[src/xae_defs.vh]
// constants for the xdata address extension and fast port block
`ifndef XAE_DEFS_VH
`define XAE_DEFS_VH
// special register addresses
`define XAE_SFR_DPL0      8'h82
`define XAE_SFR_DPH0      8'h83
`define XAE_SFR_DPL1      8'h84
`define XAE_SFR_DPH1      8'h85
`define XAE_SFR_DPSEL     8'h86
`define XAE_SFR_PX0       8'h93
`define XAE_SFR_PX1       8'h95
`define XAE_SFR_IMID      8'ha0
`define XAE_SFR_IHIGH     8'hea
// fast port slots: data, pin state, select per port
`define XAE_NPORT         9
`define XAE_PORT_DR_LIST  72'hf8_e8_d8_c8_c0_b0_98_90_80
`define XAE_PORT_PS_LIST  72'hf9_e9_d9_c9_c1_b1_99_91_89
`define XAE_PORT_SEL_LIST 72'hfa_f2_da_ca_c2_b2_9a_a2_8a
// reset values
`define XAE_RST_BYTE      8'h00
`define XAE_RST_WORD      16'h0000
// xdata move modes
`define XAE_MODE_DPTR     1'b0
`define XAE_MODE_RI       1'b1
// xdata region limits (24-bit)
`define XAE_SRAM_LO       24'h000000
`define XAE_SRAM_HI       24'h001fff
`define XAE_INTC_LO       24'h004400
`define XAE_INTC_HI       24'h0044ff
`define XAE_PORT_LO       24'h005000
`define XAE_PORT_HI       24'h0051ff
`define XAE_EEP_LO        24'h008000
`define XAE_EEP_HI        24'h008fff
`define XAE_ECC_LO        24'h080000
`define XAE_ECC_HI        24'h081fff
`endif

[src/xae_fast_port.v]
// one port with fast special register access: data, source select, pin state
`timescale 1ns/100ps
`include "xae_defs.vh"
module xae_fast_port #(
  parameter [7:0] DR_ADDR  = 8'h80,
  parameter [7:0] PS_ADDR  = 8'h89,
  parameter [7:0] SEL_ADDR = 8'h8a
) (
  // clock and reset
  input  wire       sys_clk,
  input  wire       sys_rst,
  // special register bus
  input  wire [7:0] sfr_addr,
  input  wire       sfr_wr,
  input  wire [7:0] sfr_wdata,
  // pins and hub side
  input  wire [7:0] hub_port_output_data,
  input  wire [7:0] pin_in,
  output wire [7:0] pin_out,
  // read back
  output reg  [7:0] rd_data,
  output wire       rd_hit
);
  reg [7:0] fast_port_output_data_q;
  reg [7:0] fast_port_output_source_select_q;
  reg [7:0] fast_port_pin_state_q;

  ////////////////////////////////////////////////////////////////
  // writable registers; pin state ignores writes
  always @(posedge sys_clk) begin
    if (sys_rst) begin
      fast_port_output_data_q          <= `XAE_RST_BYTE;
      fast_port_output_source_select_q <= `XAE_RST_BYTE;
      fast_port_pin_state_q            <= `XAE_RST_BYTE;
    end else begin
      if (sfr_wr && sfr_addr == DR_ADDR)
        fast_port_output_data_q <= sfr_wdata; // RULE_06
      if (sfr_wr && sfr_addr == SEL_ADDR)
        fast_port_output_source_select_q <= sfr_wdata;
      fast_port_pin_state_q <= pin_in; // RULE_09
    end
  end

  // per-pin source mux
  genvar y;
  generate
    for (y = 0; y < 8; y = y + 1) begin : g_pin
      assign pin_out[y] = fast_port_output_source_select_q[y]
                        ? fast_port_output_data_q[y]   // RULE_07
                        : hub_port_output_data[y];     // RULE_08
    end
  endgenerate

  // read mux
  assign rd_hit = (sfr_addr == DR_ADDR) || (sfr_addr == PS_ADDR) || (sfr_addr == SEL_ADDR);
  always @* begin
    rd_data = `XAE_RST_BYTE;
    if (sfr_addr == DR_ADDR)
      rd_data = fast_port_output_data_q;
    else if (sfr_addr == PS_ADDR)
      rd_data = fast_port_pin_state_q; // RULE_09
    else if (sfr_addr == SEL_ADDR)
      rd_data = fast_port_output_source_select_q;
  end
endmodule // xae_fast_port

[src/xae_xdata_ext.v]
// xdata address extension, region decode and fast port special registers
`timescale 1ns/100ps
`include "xae_defs.vh"
// Overview of operation
// RULE_01: extension registers only shape xdata move addresses
// RULE_02: pointer moves take high byte from pointer extension
// RULE_03: R0/R1 moves take high, middle from extensions
// RULE_04: pointer select picks pointer for all users
// RULE_05: low bits from pointer or from R0/R1
// RULE_06: each fast port holds output data register
// RULE_07: select bit set drives pin from fast data
// RULE_08: select bit clear drives pin from hub data
// RULE_09: pin state register is read only
// RULE_10: hub keeps full access to port registers
// RULE_11: xdata address is 24 bits, 16 MB
// RULE_12: lowest region decodes to on-chip SRAM
// RULE_13: port control region decodes to port registers
// RULE_14: interrupt controller region decodes to controller
// RULE_15: nonvolatile data region decodes to EEPROM
// RULE_16: ECC storage region decodes to flash ECC
module xae_xdata_ext #(
  parameter NPORT = `XAE_NPORT
) (
  // clock and reset
  input  wire               sys_clk,
  input  wire               sys_rst,
  // special register bus
  input  wire [7:0]         sfr_addr,
  input  wire               sfr_wr,
  input  wire [7:0]         sfr_wdata,
  output reg  [7:0]         sfr_rdata,
  output wire               sfr_hit,
  // core pointer operations
  input  wire               dptr_load,
  input  wire [15:0]        dptr_load_val,
  input  wire               dptr_inc,
  output wire [15:0]        sel_dptr,
  // xdata move request
  input  wire               xmov_en,
  input  wire               xmov_mode,
  input  wire [7:0]         xmov_ri,
  output reg  [23:0]        xdata_addr,
  output reg                xdata_valid,
  // region selects
  output reg                sel_sram,
  output reg                sel_intc,
  output reg                sel_port,
  output reg                sel_eeprom,
  output reg                sel_ecc,
  output reg                sel_other,
  // ports: hub data in, pins in, pins out, 8 bits per port
  input  wire [NPORT*8-1:0] hub_port_output_data,
  input  wire [NPORT*8-1:0] pin_in,
  output wire [NPORT*8-1:0] pin_out
);
  reg  [15:0] first_data_pointer_q;
  reg  [15:0] second_data_pointer_q;
  reg         data_pointer_select_q;
  reg  [7:0]  pointer0_high_extension_q;
  reg  [7:0]  pointer1_high_extension_q;
  reg  [7:0]  indirect_high_extension_q;
  reg  [7:0]  indirect_middle_extension_q;
  reg  [23:0] addr_d;
  reg  [7:0]  core_rdata;
  reg         core_hit;
  reg  [7:0]  port_rdata;
  reg         port_hit_any;
  integer     k;
  wire [NPORT*8-1:0] prt_rdata;
  wire [NPORT-1:0]   prt_hit;
  // per-port slot addresses, one byte each, port 0 in the low byte
  localparam [`XAE_NPORT*8-1:0] DR_LIST  = `XAE_PORT_DR_LIST;
  localparam [`XAE_NPORT*8-1:0] PS_LIST  = `XAE_PORT_PS_LIST;
  localparam [`XAE_NPORT*8-1:0] SEL_LIST = `XAE_PORT_SEL_LIST;
  wire [15:0] dptr_sum;

  ////////////////////////////////////////////////////////////////
  // selected pointer seen by table reads, jumps and moves
  assign sel_dptr = data_pointer_select_q ? second_data_pointer_q
                                          : first_data_pointer_q; // RULE_04
  assign dptr_sum = sel_dptr + 16'h0001;

  // pointer and extension registers
  always @(posedge sys_clk) begin
    if (sys_rst) begin
      first_data_pointer_q        <= `XAE_RST_WORD;
      second_data_pointer_q       <= `XAE_RST_WORD;
      data_pointer_select_q       <= 1'b0;
      pointer0_high_extension_q   <= `XAE_RST_BYTE;
      pointer1_high_extension_q   <= `XAE_RST_BYTE;
      indirect_high_extension_q   <= `XAE_RST_BYTE;
      indirect_middle_extension_q <= `XAE_RST_BYTE;
    end else begin
      if (sfr_wr) begin
        case (sfr_addr)
          `XAE_SFR_DPL0:  first_data_pointer_q[7:0]   <= sfr_wdata;
          `XAE_SFR_DPH0:  first_data_pointer_q[15:8]  <= sfr_wdata;
          `XAE_SFR_DPL1:  second_data_pointer_q[7:0]  <= sfr_wdata;
          `XAE_SFR_DPH1:  second_data_pointer_q[15:8] <= sfr_wdata;
          `XAE_SFR_DPSEL: data_pointer_select_q       <= sfr_wdata[0];
          `XAE_SFR_PX0:   pointer0_high_extension_q   <= sfr_wdata;
          `XAE_SFR_PX1:   pointer1_high_extension_q   <= sfr_wdata;
          `XAE_SFR_IHIGH: indirect_high_extension_q   <= sfr_wdata;
          `XAE_SFR_IMID:  indirect_middle_extension_q <= sfr_wdata;
          default: ;
        endcase
      end
      // core load or increment acts on the selected pointer only
      if (dptr_load || dptr_inc) begin
        if (data_pointer_select_q)
          second_data_pointer_q <= dptr_load ? dptr_load_val : dptr_sum; // RULE_04
        else
          first_data_pointer_q <= dptr_load ? dptr_load_val : dptr_sum; // RULE_04
      end
    end
  end

  ////////////////////////////////////////////////////////////////
  // 24-bit address build, used only for xdata moves
  always @* begin
    addr_d = 24'h000000;
    if (xmov_mode == `XAE_MODE_DPTR)
      addr_d = {(data_pointer_select_q ? pointer1_high_extension_q
                                       : pointer0_high_extension_q), // RULE_02
                sel_dptr};                                          // RULE_05
    else
      addr_d = {indirect_high_extension_q, indirect_middle_extension_q, // RULE_03
                xmov_ri};                                              // RULE_05
  end

  // address and region decode registered on a move request
  always @(posedge sys_clk) begin
    if (sys_rst) begin
      xdata_addr  <= 24'h000000;
      xdata_valid <= 1'b0;
      sel_sram    <= 1'b0;
      sel_intc    <= 1'b0;
      sel_port    <= 1'b0;
      sel_eeprom  <= 1'b0;
      sel_ecc     <= 1'b0;
      sel_other   <= 1'b0;
    end else begin
      xdata_valid <= xmov_en; // RULE_01
      if (xmov_en) begin
        xdata_addr <= addr_d; // RULE_11
        sel_sram   <= (addr_d <= `XAE_SRAM_HI); // RULE_12
        sel_intc   <= (addr_d >= `XAE_INTC_LO) && (addr_d <= `XAE_INTC_HI); // RULE_14
        sel_port   <= (addr_d >= `XAE_PORT_LO) && (addr_d <= `XAE_PORT_HI); // RULE_13
        sel_eeprom <= (addr_d >= `XAE_EEP_LO) && (addr_d <= `XAE_EEP_HI); // RULE_15
        sel_ecc    <= (addr_d >= `XAE_ECC_LO) && (addr_d <= `XAE_ECC_HI); // RULE_16
        sel_other  <= !((addr_d <= `XAE_SRAM_HI) ||
                        ((addr_d >= `XAE_INTC_LO) && (addr_d <= `XAE_INTC_HI)) ||
                        ((addr_d >= `XAE_PORT_LO) && (addr_d <= `XAE_PORT_HI)) ||
                        ((addr_d >= `XAE_EEP_LO) && (addr_d <= `XAE_EEP_HI)) ||
                        ((addr_d >= `XAE_ECC_LO) && (addr_d <= `XAE_ECC_HI)));
      end else begin
        sel_sram   <= 1'b0;
        sel_intc   <= 1'b0;
        sel_port   <= 1'b0;
        sel_eeprom <= 1'b0;
        sel_ecc    <= 1'b0;
        sel_other  <= 1'b0;
      end
    end
  end

  ////////////////////////////////////////////////////////////////
  // fast port instances; hub data stays an input so hub access remains
  genvar p;
  generate
    for (p = 0; p < NPORT; p = p + 1) begin : g_port
      xae_fast_port #(
        .DR_ADDR  (DR_LIST[8*p +: 8]),
        .PS_ADDR  (PS_LIST[8*p +: 8]),
        .SEL_ADDR (SEL_LIST[8*p +: 8])
      ) u_port (
        .sys_clk              (sys_clk),
        .sys_rst              (sys_rst),
        .sfr_addr             (sfr_addr),
        .sfr_wr               (sfr_wr),
        .sfr_wdata            (sfr_wdata),
        .hub_port_output_data (hub_port_output_data[8*p+7:8*p]), // RULE_10
        .pin_in               (pin_in[8*p+7:8*p]),
        .pin_out              (pin_out[8*p+7:8*p]),
        .rd_data              (prt_rdata[8*p+7:8*p]),
        .rd_hit               (prt_hit[p])
      );
    end
  endgenerate

  ////////////////////////////////////////////////////////////////
  // read mux for core registers
  always @* begin
    core_hit   = 1'b1;
    core_rdata = `XAE_RST_BYTE;
    case (sfr_addr)
      `XAE_SFR_DPL0:  core_rdata = first_data_pointer_q[7:0];
      `XAE_SFR_DPH0:  core_rdata = first_data_pointer_q[15:8];
      `XAE_SFR_DPL1:  core_rdata = second_data_pointer_q[7:0];
      `XAE_SFR_DPH1:  core_rdata = second_data_pointer_q[15:8];
      `XAE_SFR_DPSEL: core_rdata = {7'h00, data_pointer_select_q};
      `XAE_SFR_PX0:   core_rdata = pointer0_high_extension_q;
      `XAE_SFR_PX1:   core_rdata = pointer1_high_extension_q;
      `XAE_SFR_IHIGH: core_rdata = indirect_high_extension_q;
      `XAE_SFR_IMID:  core_rdata = indirect_middle_extension_q;
      default:        core_hit   = 1'b0;
    endcase
  end

  // merge port read data; unmapped addresses read zero
  always @* begin
    port_rdata   = `XAE_RST_BYTE;
    port_hit_any = 1'b0;
    for (k = 0; k < NPORT; k = k + 1) begin
      port_rdata   = port_rdata | prt_rdata[8*k +: 8];
      port_hit_any = port_hit_any | prt_hit[k];
    end
    sfr_rdata = core_hit ? core_rdata : port_rdata;
  end
  assign sfr_hit = core_hit | port_hit_any;
endmodule // xae_xdata_ext

[config.mk]
export PLATFORM = sky130hd
export DESIGN_NAME = xae_xdata_ext
export DESIGN_NICKNAME = d
export VERILOG_FILES = /design/src/xae_fast_port.v /design/src/xae_xdata_ext.v
export VERILOG_INCLUDE_DIRS = /design/src
export SDC_FILE = /design/constraint.sdc
export NUM_CORES = 1
export LEC_CHECK = 0
export BUFFER_PORTS_ARGS = -buffer_cell sky130_fd_sc_hd__buf_2
export CORE_UTILIZATION = 45
export CTS_CLUSTER_DIAMETER = 30
export DETAILED_ROUTE_END_ITERATION = 10
export GPL_ROUTABILITY_DRIVEN = 1
export GPL_TIMING_DRIVEN = 0
export MAX_ROUTING_LAYER = met4
export PLACE_DENSITY_LB_ADDON = 0.08
export SLEW_MARGIN = 40
export SYNTH_ARGS = -nofsm -noshare
export SYNTH_HDL_FRONTEND = slang
export SYNTH_SLANG_ARGS = --single-unit
[constraint.sdc]
create_clock -name sys_clk -period 4 [get_ports sys_clk]
set_input_delay 0.2 -clock sys_clk [delete_from_list [all_inputs] [get_ports sys_clk]]
set_output_delay 0.2 -clock sys_clk [all_outputs]
set_load 0.02 [all_outputs]
# == Word level (Yosys, flattened, before mapping) ==
# Index checks and enable logic that the tools add are counted.
# classes
addsub,1
n_lt_le_gt_ge,9
n_eq_ne,36
mux,116
bitwise_logic,18
n_reduce_logical,53
# ops
cell,n
$eq A8 B8 Y1 const B,36
$mux W8,33
$mux W16,8
$mux W1,73
$pmux W8 S9,1
$or A8 B8 Y8,8
$ge A24 B15 Y1 const B,2
$le A24 B15 Y1 const B,2
$ge A24 B16 Y1 const B,1
$ge A24 B20 Y1 const B,1
$le A24 B13 Y1 const B,1
$le A24 B16 Y1 const B,1
$le A24 B20 Y1 const B,1
$mux W24,1
$logic_or A1 B1 Y1,23
$logic_and A1 B1 Y1,22
$add A16 B1 Y16 const B,1
$reduce_and A2 Y1,5
$or A1 B1 Y1,9
$reduce_or A9 Y1,1
$reduce_or A2 Y1,1
$logic_not A1 Y1,1
$not A1 Y1,1
# totals
register_bits,312
inputBits,191
output_inout_bits,128
elab_cells,275

# == Longest topological paths before layout ==
# depth
ltp_word,13
mapped_depth,12
ltp_nobuf,8

# == Modules after synthesis ==
# A second synthesis with hierarchy kept.
# hier_totals
cells_unflattened,1993
area_unflattened_um2,17670.7
# modules_own_cells
module,instances,cells_per_inst,area_each_um2,seq_area_each_um2
xae_xdata_ext,1,737,5833.1,1921.8
xae_fast_port at g_port[0].u_port,1,152,1378.8,480.5
xae_fast_port at g_port[5].u_port,1,144,1362.6,480.5
xae_fast_port at g_port[4].u_port,1,145,1353.8,480.5
xae_fast_port at g_port[3].u_port,1,144,1303.8,480.5
xae_fast_port at g_port[1].u_port,1,129,1296.2,480.5
xae_fast_port at g_port[2].u_port,1,143,1295.0,480.5
xae_fast_port at g_port[8].u_port,1,137,1290.0,480.5
xae_fast_port at g_port[6].u_port,1,132,1282.5,480.5
xae_fast_port at g_port[7].u_port,1,130,1275.0,480.5

# == Worst setup path after synthesis ==
# Ideal clock, no wire load.
# synth_path
path_kind,register -> register
startpoint,reg data_pointer_select_q
endpoint,reg second_data_pointer_q[12]
setup_ns,0.095
arrival_time_ns,2.854
t_required_ns,3.905
path_slack_ns,1.051
stages_incl_launch_ff,13
path_buffers,4
synth_period_minus_slack_ns,2.949
path_cell_list,dfxtp_1 > buf_2 > buf_2 > buf_2 > clkbuf_1 > mux2_2 > ha_1 > inv_1 > a21oi_1 > and2_1 > and3_1 > or3_1 > a221oi_1
# synth_between
elab_chain_len,5
# synth_rtl
element,line,source
from (decl),xae_xdata_ext.v:58,reg data_pointer_select_q;
from (signal assigned),xae_xdata_ext.v:100,`XAE_SFR_DPSEL: data_pointer_select_q <= sfr_wdata[0];
$mux W16,xae_xdata_ext.v:79,assign sel_dptr = data_pointer_select_q ? second_data_pointer_q
net sel_dptr[1],xae_xdata_ext.v:37,"output wire [15:0] sel_dptr,"
$add A16 B1 Y16,xae_xdata_ext.v:81,assign dptr_sum = sel_dptr + 16'h0001;
$mux W16,xae_xdata_ext.v:111,second_data_pointer_q <= dptr_load ? dptr_load_val : dptr_sum;
$mux W16,xae_xdata_ext.v:110,if (data_pointer_select_q)
$mux W16,xae_xdata_ext.v:109,if (dptr_load || dptr_inc) begin
to (signal assigned),xae_xdata_ext.v:87,second_data_pointer_q <= `XAE_RST_WORD;
to (signal assigned),xae_xdata_ext.v:99,`XAE_SFR_DPH1: second_data_pointer_q[15:8] <= sfr_wdata;
to (signal assigned),xae_xdata_ext.v:111,
to (decl),xae_xdata_ext.v:57,reg [15:0] second_data_pointer_q;
# The timed path passes the listed nets, and every way through them passes these cells.
# A chain may end at the register's enable or synchronous reset.

# == Worst setup path in the final report ==
# layout_path
startpoint,in sfr_addr[0]
endpoint,out sfr_rdata[6]
# layout_between
elab_chain_len,13
word_cells_on_any_way,75
classes_between,36 x eq/ne; 30 x mux; 8 x bitwise; 1 x reduce/logical
# layout_rtl
element,line,source
from (decl),xae_xdata_ext.v:28,"input wire [7:0] sfr_addr,"
$eq A8 B8 Y1,xae_fast_port.v:62,else if (sfr_addr == SEL_ADDR)
$mux W8,xae_fast_port.v:62,
$mux W8,xae_fast_port.v:60,else if (sfr_addr == PS_ADDR)
$mux W8,xae_fast_port.v:58,if (sfr_addr == DR_ADDR)
$or A8 B8 Y8 (8 in a row),xae_xdata_ext.v:215,port_rdata = port_rdata | prt_rdata[8*k +: 8];
$mux W8 *,xae_xdata_ext.v:218,sfr_rdata = core_hit ? core_rdata : port_rdata;
to (decl),xae_xdata_ext.v:31,"output reg [7:0] sfr_rdata,"
# Mark *: on every way between the ends. The rest lies on a longest branch, timed or not.

==> metrics.md <==
| Metric | Value |
|---|---|
| Status | finished, violations left |
| Failing checks | setup timing |
| Post-Syn Instances | 1,839 |
| Initial antenna violation count | 3 |
| Setup crit start kind | input port |
| Detail Route Antenna Nets | 0 |
| Synthesized area | 15,800 um^2 |
| Drt via density | 6.19 |
| Clock skew | 0.0261 ns |
| TritonRoute pass-1 iters | 6 |
| Slew Limit Fails | 0 |
| Row count | 68 |
| Final period util | 101% |
| Tot GR Track Use | 46.3% |
| Highest cell delay on the worst timing path | 0.65 ns |
| FF+latch count, synth | 312 |
| Final net count | 2,492 |
| Top cells by count, synth | 312 x dfxtp_1, 207 x nand2_1, 163 x nor2_1, 157 x mux2i_1, 138 x a21oi_1 |
| Fin area | 21,200 um^2 |
| Final setup margin | -0.0315 ns |
| Leakage power | 8.86 nW |
| Top cell type's share of synthesized area | 39.6% |
| Met2 usage | 63.7% |
| Die Wd | 189 um |
| Synth area leader | dfxtp_1 |
| RSZ-0062 raised after global routing | no |
| Critical Path End Type | output port |
| Min-delay worst type | in2reg |
| Synth area leaders | dfxtp_1 40%, mux2i_1 10%, mux2_2 8.2% |
| GRT met1 Usage | 60.7% |
| Pwr dens | 471 nW/um^2 |
| Worst-path fanout max | 10 |
| Hold Vio Cnt, Final | 0 |
| CTS sink count | 312 |
| Synth Warn # | 0 |
| Syn avg cell area | 8.57 um^2 |
| Max-cap viol count | 0 |
| Global-route wire length before repair | 114,000 um |
| Worst-skew pair later-pin latency | 0.58 ns |
| Top FF cell, synth | dfxtp_1 |
| Ys async rst share | 0% |
| Met3 Resource Use GR | 13.8% |
| Largest net degree at the start of global routing | 13 |
| Routed len/inst | 29.1 um |
| Post-CTS setup buffer count | 0 |
| Vias | 17,400 |
| CP required | 3.80 ns |
| CTS HTree Levels | 3 |
| GPL Wtd Cong | 1.06 |
| Crit path top cell by count | buf_2 |
| Clock Tree Root | clkbuf_16 |
| Area added between synthesis and finish | 34.8% |
| Worst VDD drop | 0.545 mV |
| Slew @ Worst Pin | 0.954 ns |
| Fin crit period | 4.03 ns |
| Critical-path cell list | buf_2 > buf_2 > buf_2 > buf_2 > buf_4 > buf_2 > mux2i_1 > nor2_1 > a2111oi_2 > a31oi_1 > buf_2 |
| DRC | 0 |
| Max-slew headroom | 36.4% |
| Die ar. | 35,800 um^2 |
| Initial detailed-routing violation count | 2,023 |
| CTS tree | done |
| Setup TNS | -0.0315 ns |
| IO buf count | 303 |
| Setup CP Type | in2out |
| Synth Net Count | 2,031 |
| Number of synthesized flops with an enable pin | 0 |
| Non-Filler Instances | 2,815 |
| IO Count | 319 |
| Share of cells above drive strength 1 | 26.0% |
| Final HPWL DP | 59,900 um |
| Clock Path Buffers | 3 |
| Seq/Total Area, Yosys | 39.6% |
| Core area | 34,500 um^2 |
| Die Span Y | 189 um |
| Initial Util | 45.6% |
| CP arrival | 3.83 ns |
| Netlist cell types | 70 |
| Placed Area | 17,900 um^2 |
| Max Freq | 248 MHz |
| Final Core Density | 61.5% |
| Vias in the first global route | 16,500 |
| GRT overflow | 0 |
| DRT Wirelength | 82,000 um |
| Gr busiest metal | met2 |
| Place WS | -0.0231 ns |
| Count leader, synth | dfxtp_1 |
| Placed insts | 2,600 |
| Fillers | 2,965 |
| Total CTS buffers | 67 |
| Clk pin slew, worst setup/hold paths | 0.04 ns |
| Critical Path Slowest Stage Cell | a2111oi_2 |
| Final setup violation count | 1 |
-- critical path, delay by kind of cell --
kind,cells,cell delay (ns)
mux,1,0.39
compound gates,2,0.80
simple gates,1,0.11
buf+inv,7,2.31
-- layout make-up --
cell class,count,area [um^2],area share (%)
inverter,8,30.0,0.141
clock inverter,40,495,2.33
clock buffer,84,1900,8.97
multi-input combinational,1362,8910,41.9
tap,455,569,2.68
buffer,156,664,3.13
antenna,5,12.5,0.0589
sequential,312,6250,29.4
timing repair buffer,393,2410,11.3
-- state kept, by name (all words and copies together) (netlist names), 8 cells and up --
name / cells
xdata_addr: 24
g_port.u_port.fast_port_output_data_q: 72
g_port.u_port.fast_port_pin_state_q: 72
second_data_pointer_q: 16
indirect_middle_extension_q: 8
g_port.u_port.fast_port_output_source_select_q: 72
pointer1_high_extension_q: 8
pointer0_high_extension_q: 8
first_data_pointer_q: 16
indirect_high_extension_q: 8
-- power breakdown --
| group | switching [W] | internal [W] |
|---|---|---|
| combinational | 0.000646 | 0.000344 |
| sequential | 0.0000413 | 0.00318 |
| clock | 0.00188 | 0.00391 |
-- routing by layer --
metal,wire length (um),vias to the layer above
met5,0,-
met4,4440,0
met3,10000,223
met2,33800,1265
met1,33700,8389
li1,-,7561
-- metrics by stage --
step | total power (W) | hold WS (ns)
after floorplan | 0.00373 | 0.328
after global placement | 0.00414 | 0.410
after detailed placement | 0.00415 | 0.412
after CTS | 0.00994 | 0.0221
after global routing | 0.0102 | 0.0528
final | 0.0100 | 0.0216
-- final timing paths --
check                                                      startpoint                                                        to  slack [ns]  depth (start not counted)
max                                                       sfr_addr[0]                                              sfr_rdata[6]       -0.03                         11
min                                                        xmov_ri[7]                                xdata_addr[7]$_SDFFE_PP0P_        0.02                          4
max reg2reg                        data_pointer_select_q$_SDFFE_PP0P_                      second_data_pointer_q[12]$_SDFF_PP0_        0.55                         11
min reg2reg  g_port[5].u_port.fast_port_output_data_q[0]$_SDFFE_PP0P_  g_port[5].u_port.fast_port_output_data_q[0]$_SDFFE_PP0P_        0.47                          2
-- logic make-up after synthesis --
| family | count (synthesis) | share of synthesized area (%) |
|---|---|---|
| mux | 273 | 18.3 |
| compound gates | 366 | 15.3 |
| fa+ha+maj | 1 | 0.0794 |
| flops | 312 | 39.6 |
| simple gates | 714 | 22.1 |
| buf+inv | 165 | 4.24 |
| xor+xnor | 8 | 0.445 |
-- timing repair --
action | CTS | global route
gates resized for setup | 2 | 0
hold buffers | 87 | 0
endpoints found under the hold margin | 93 | 0
gates cloned | 0 | 0
endpoints found under the setup margin | 2 | 2
-- layout by cell type (no fill, tap or decap), types with 17 or more instances in the layout --
cell type	instances
buf_2	328
mux2i_1	156
and2_1	17
dfxtp_1	312
mux2_2	115
nor2_1	162
o21ai_0	41
a21oi_1	138
clkbuf_16	70
nand2_1	207
nor2b_1	91
clkbuf_2	23
clkbuf_1	96
nand3_1	135
a22oi_1	48
dlygate4sd3_1	87
Note: power is estimated with default switching activity, not from simulation.
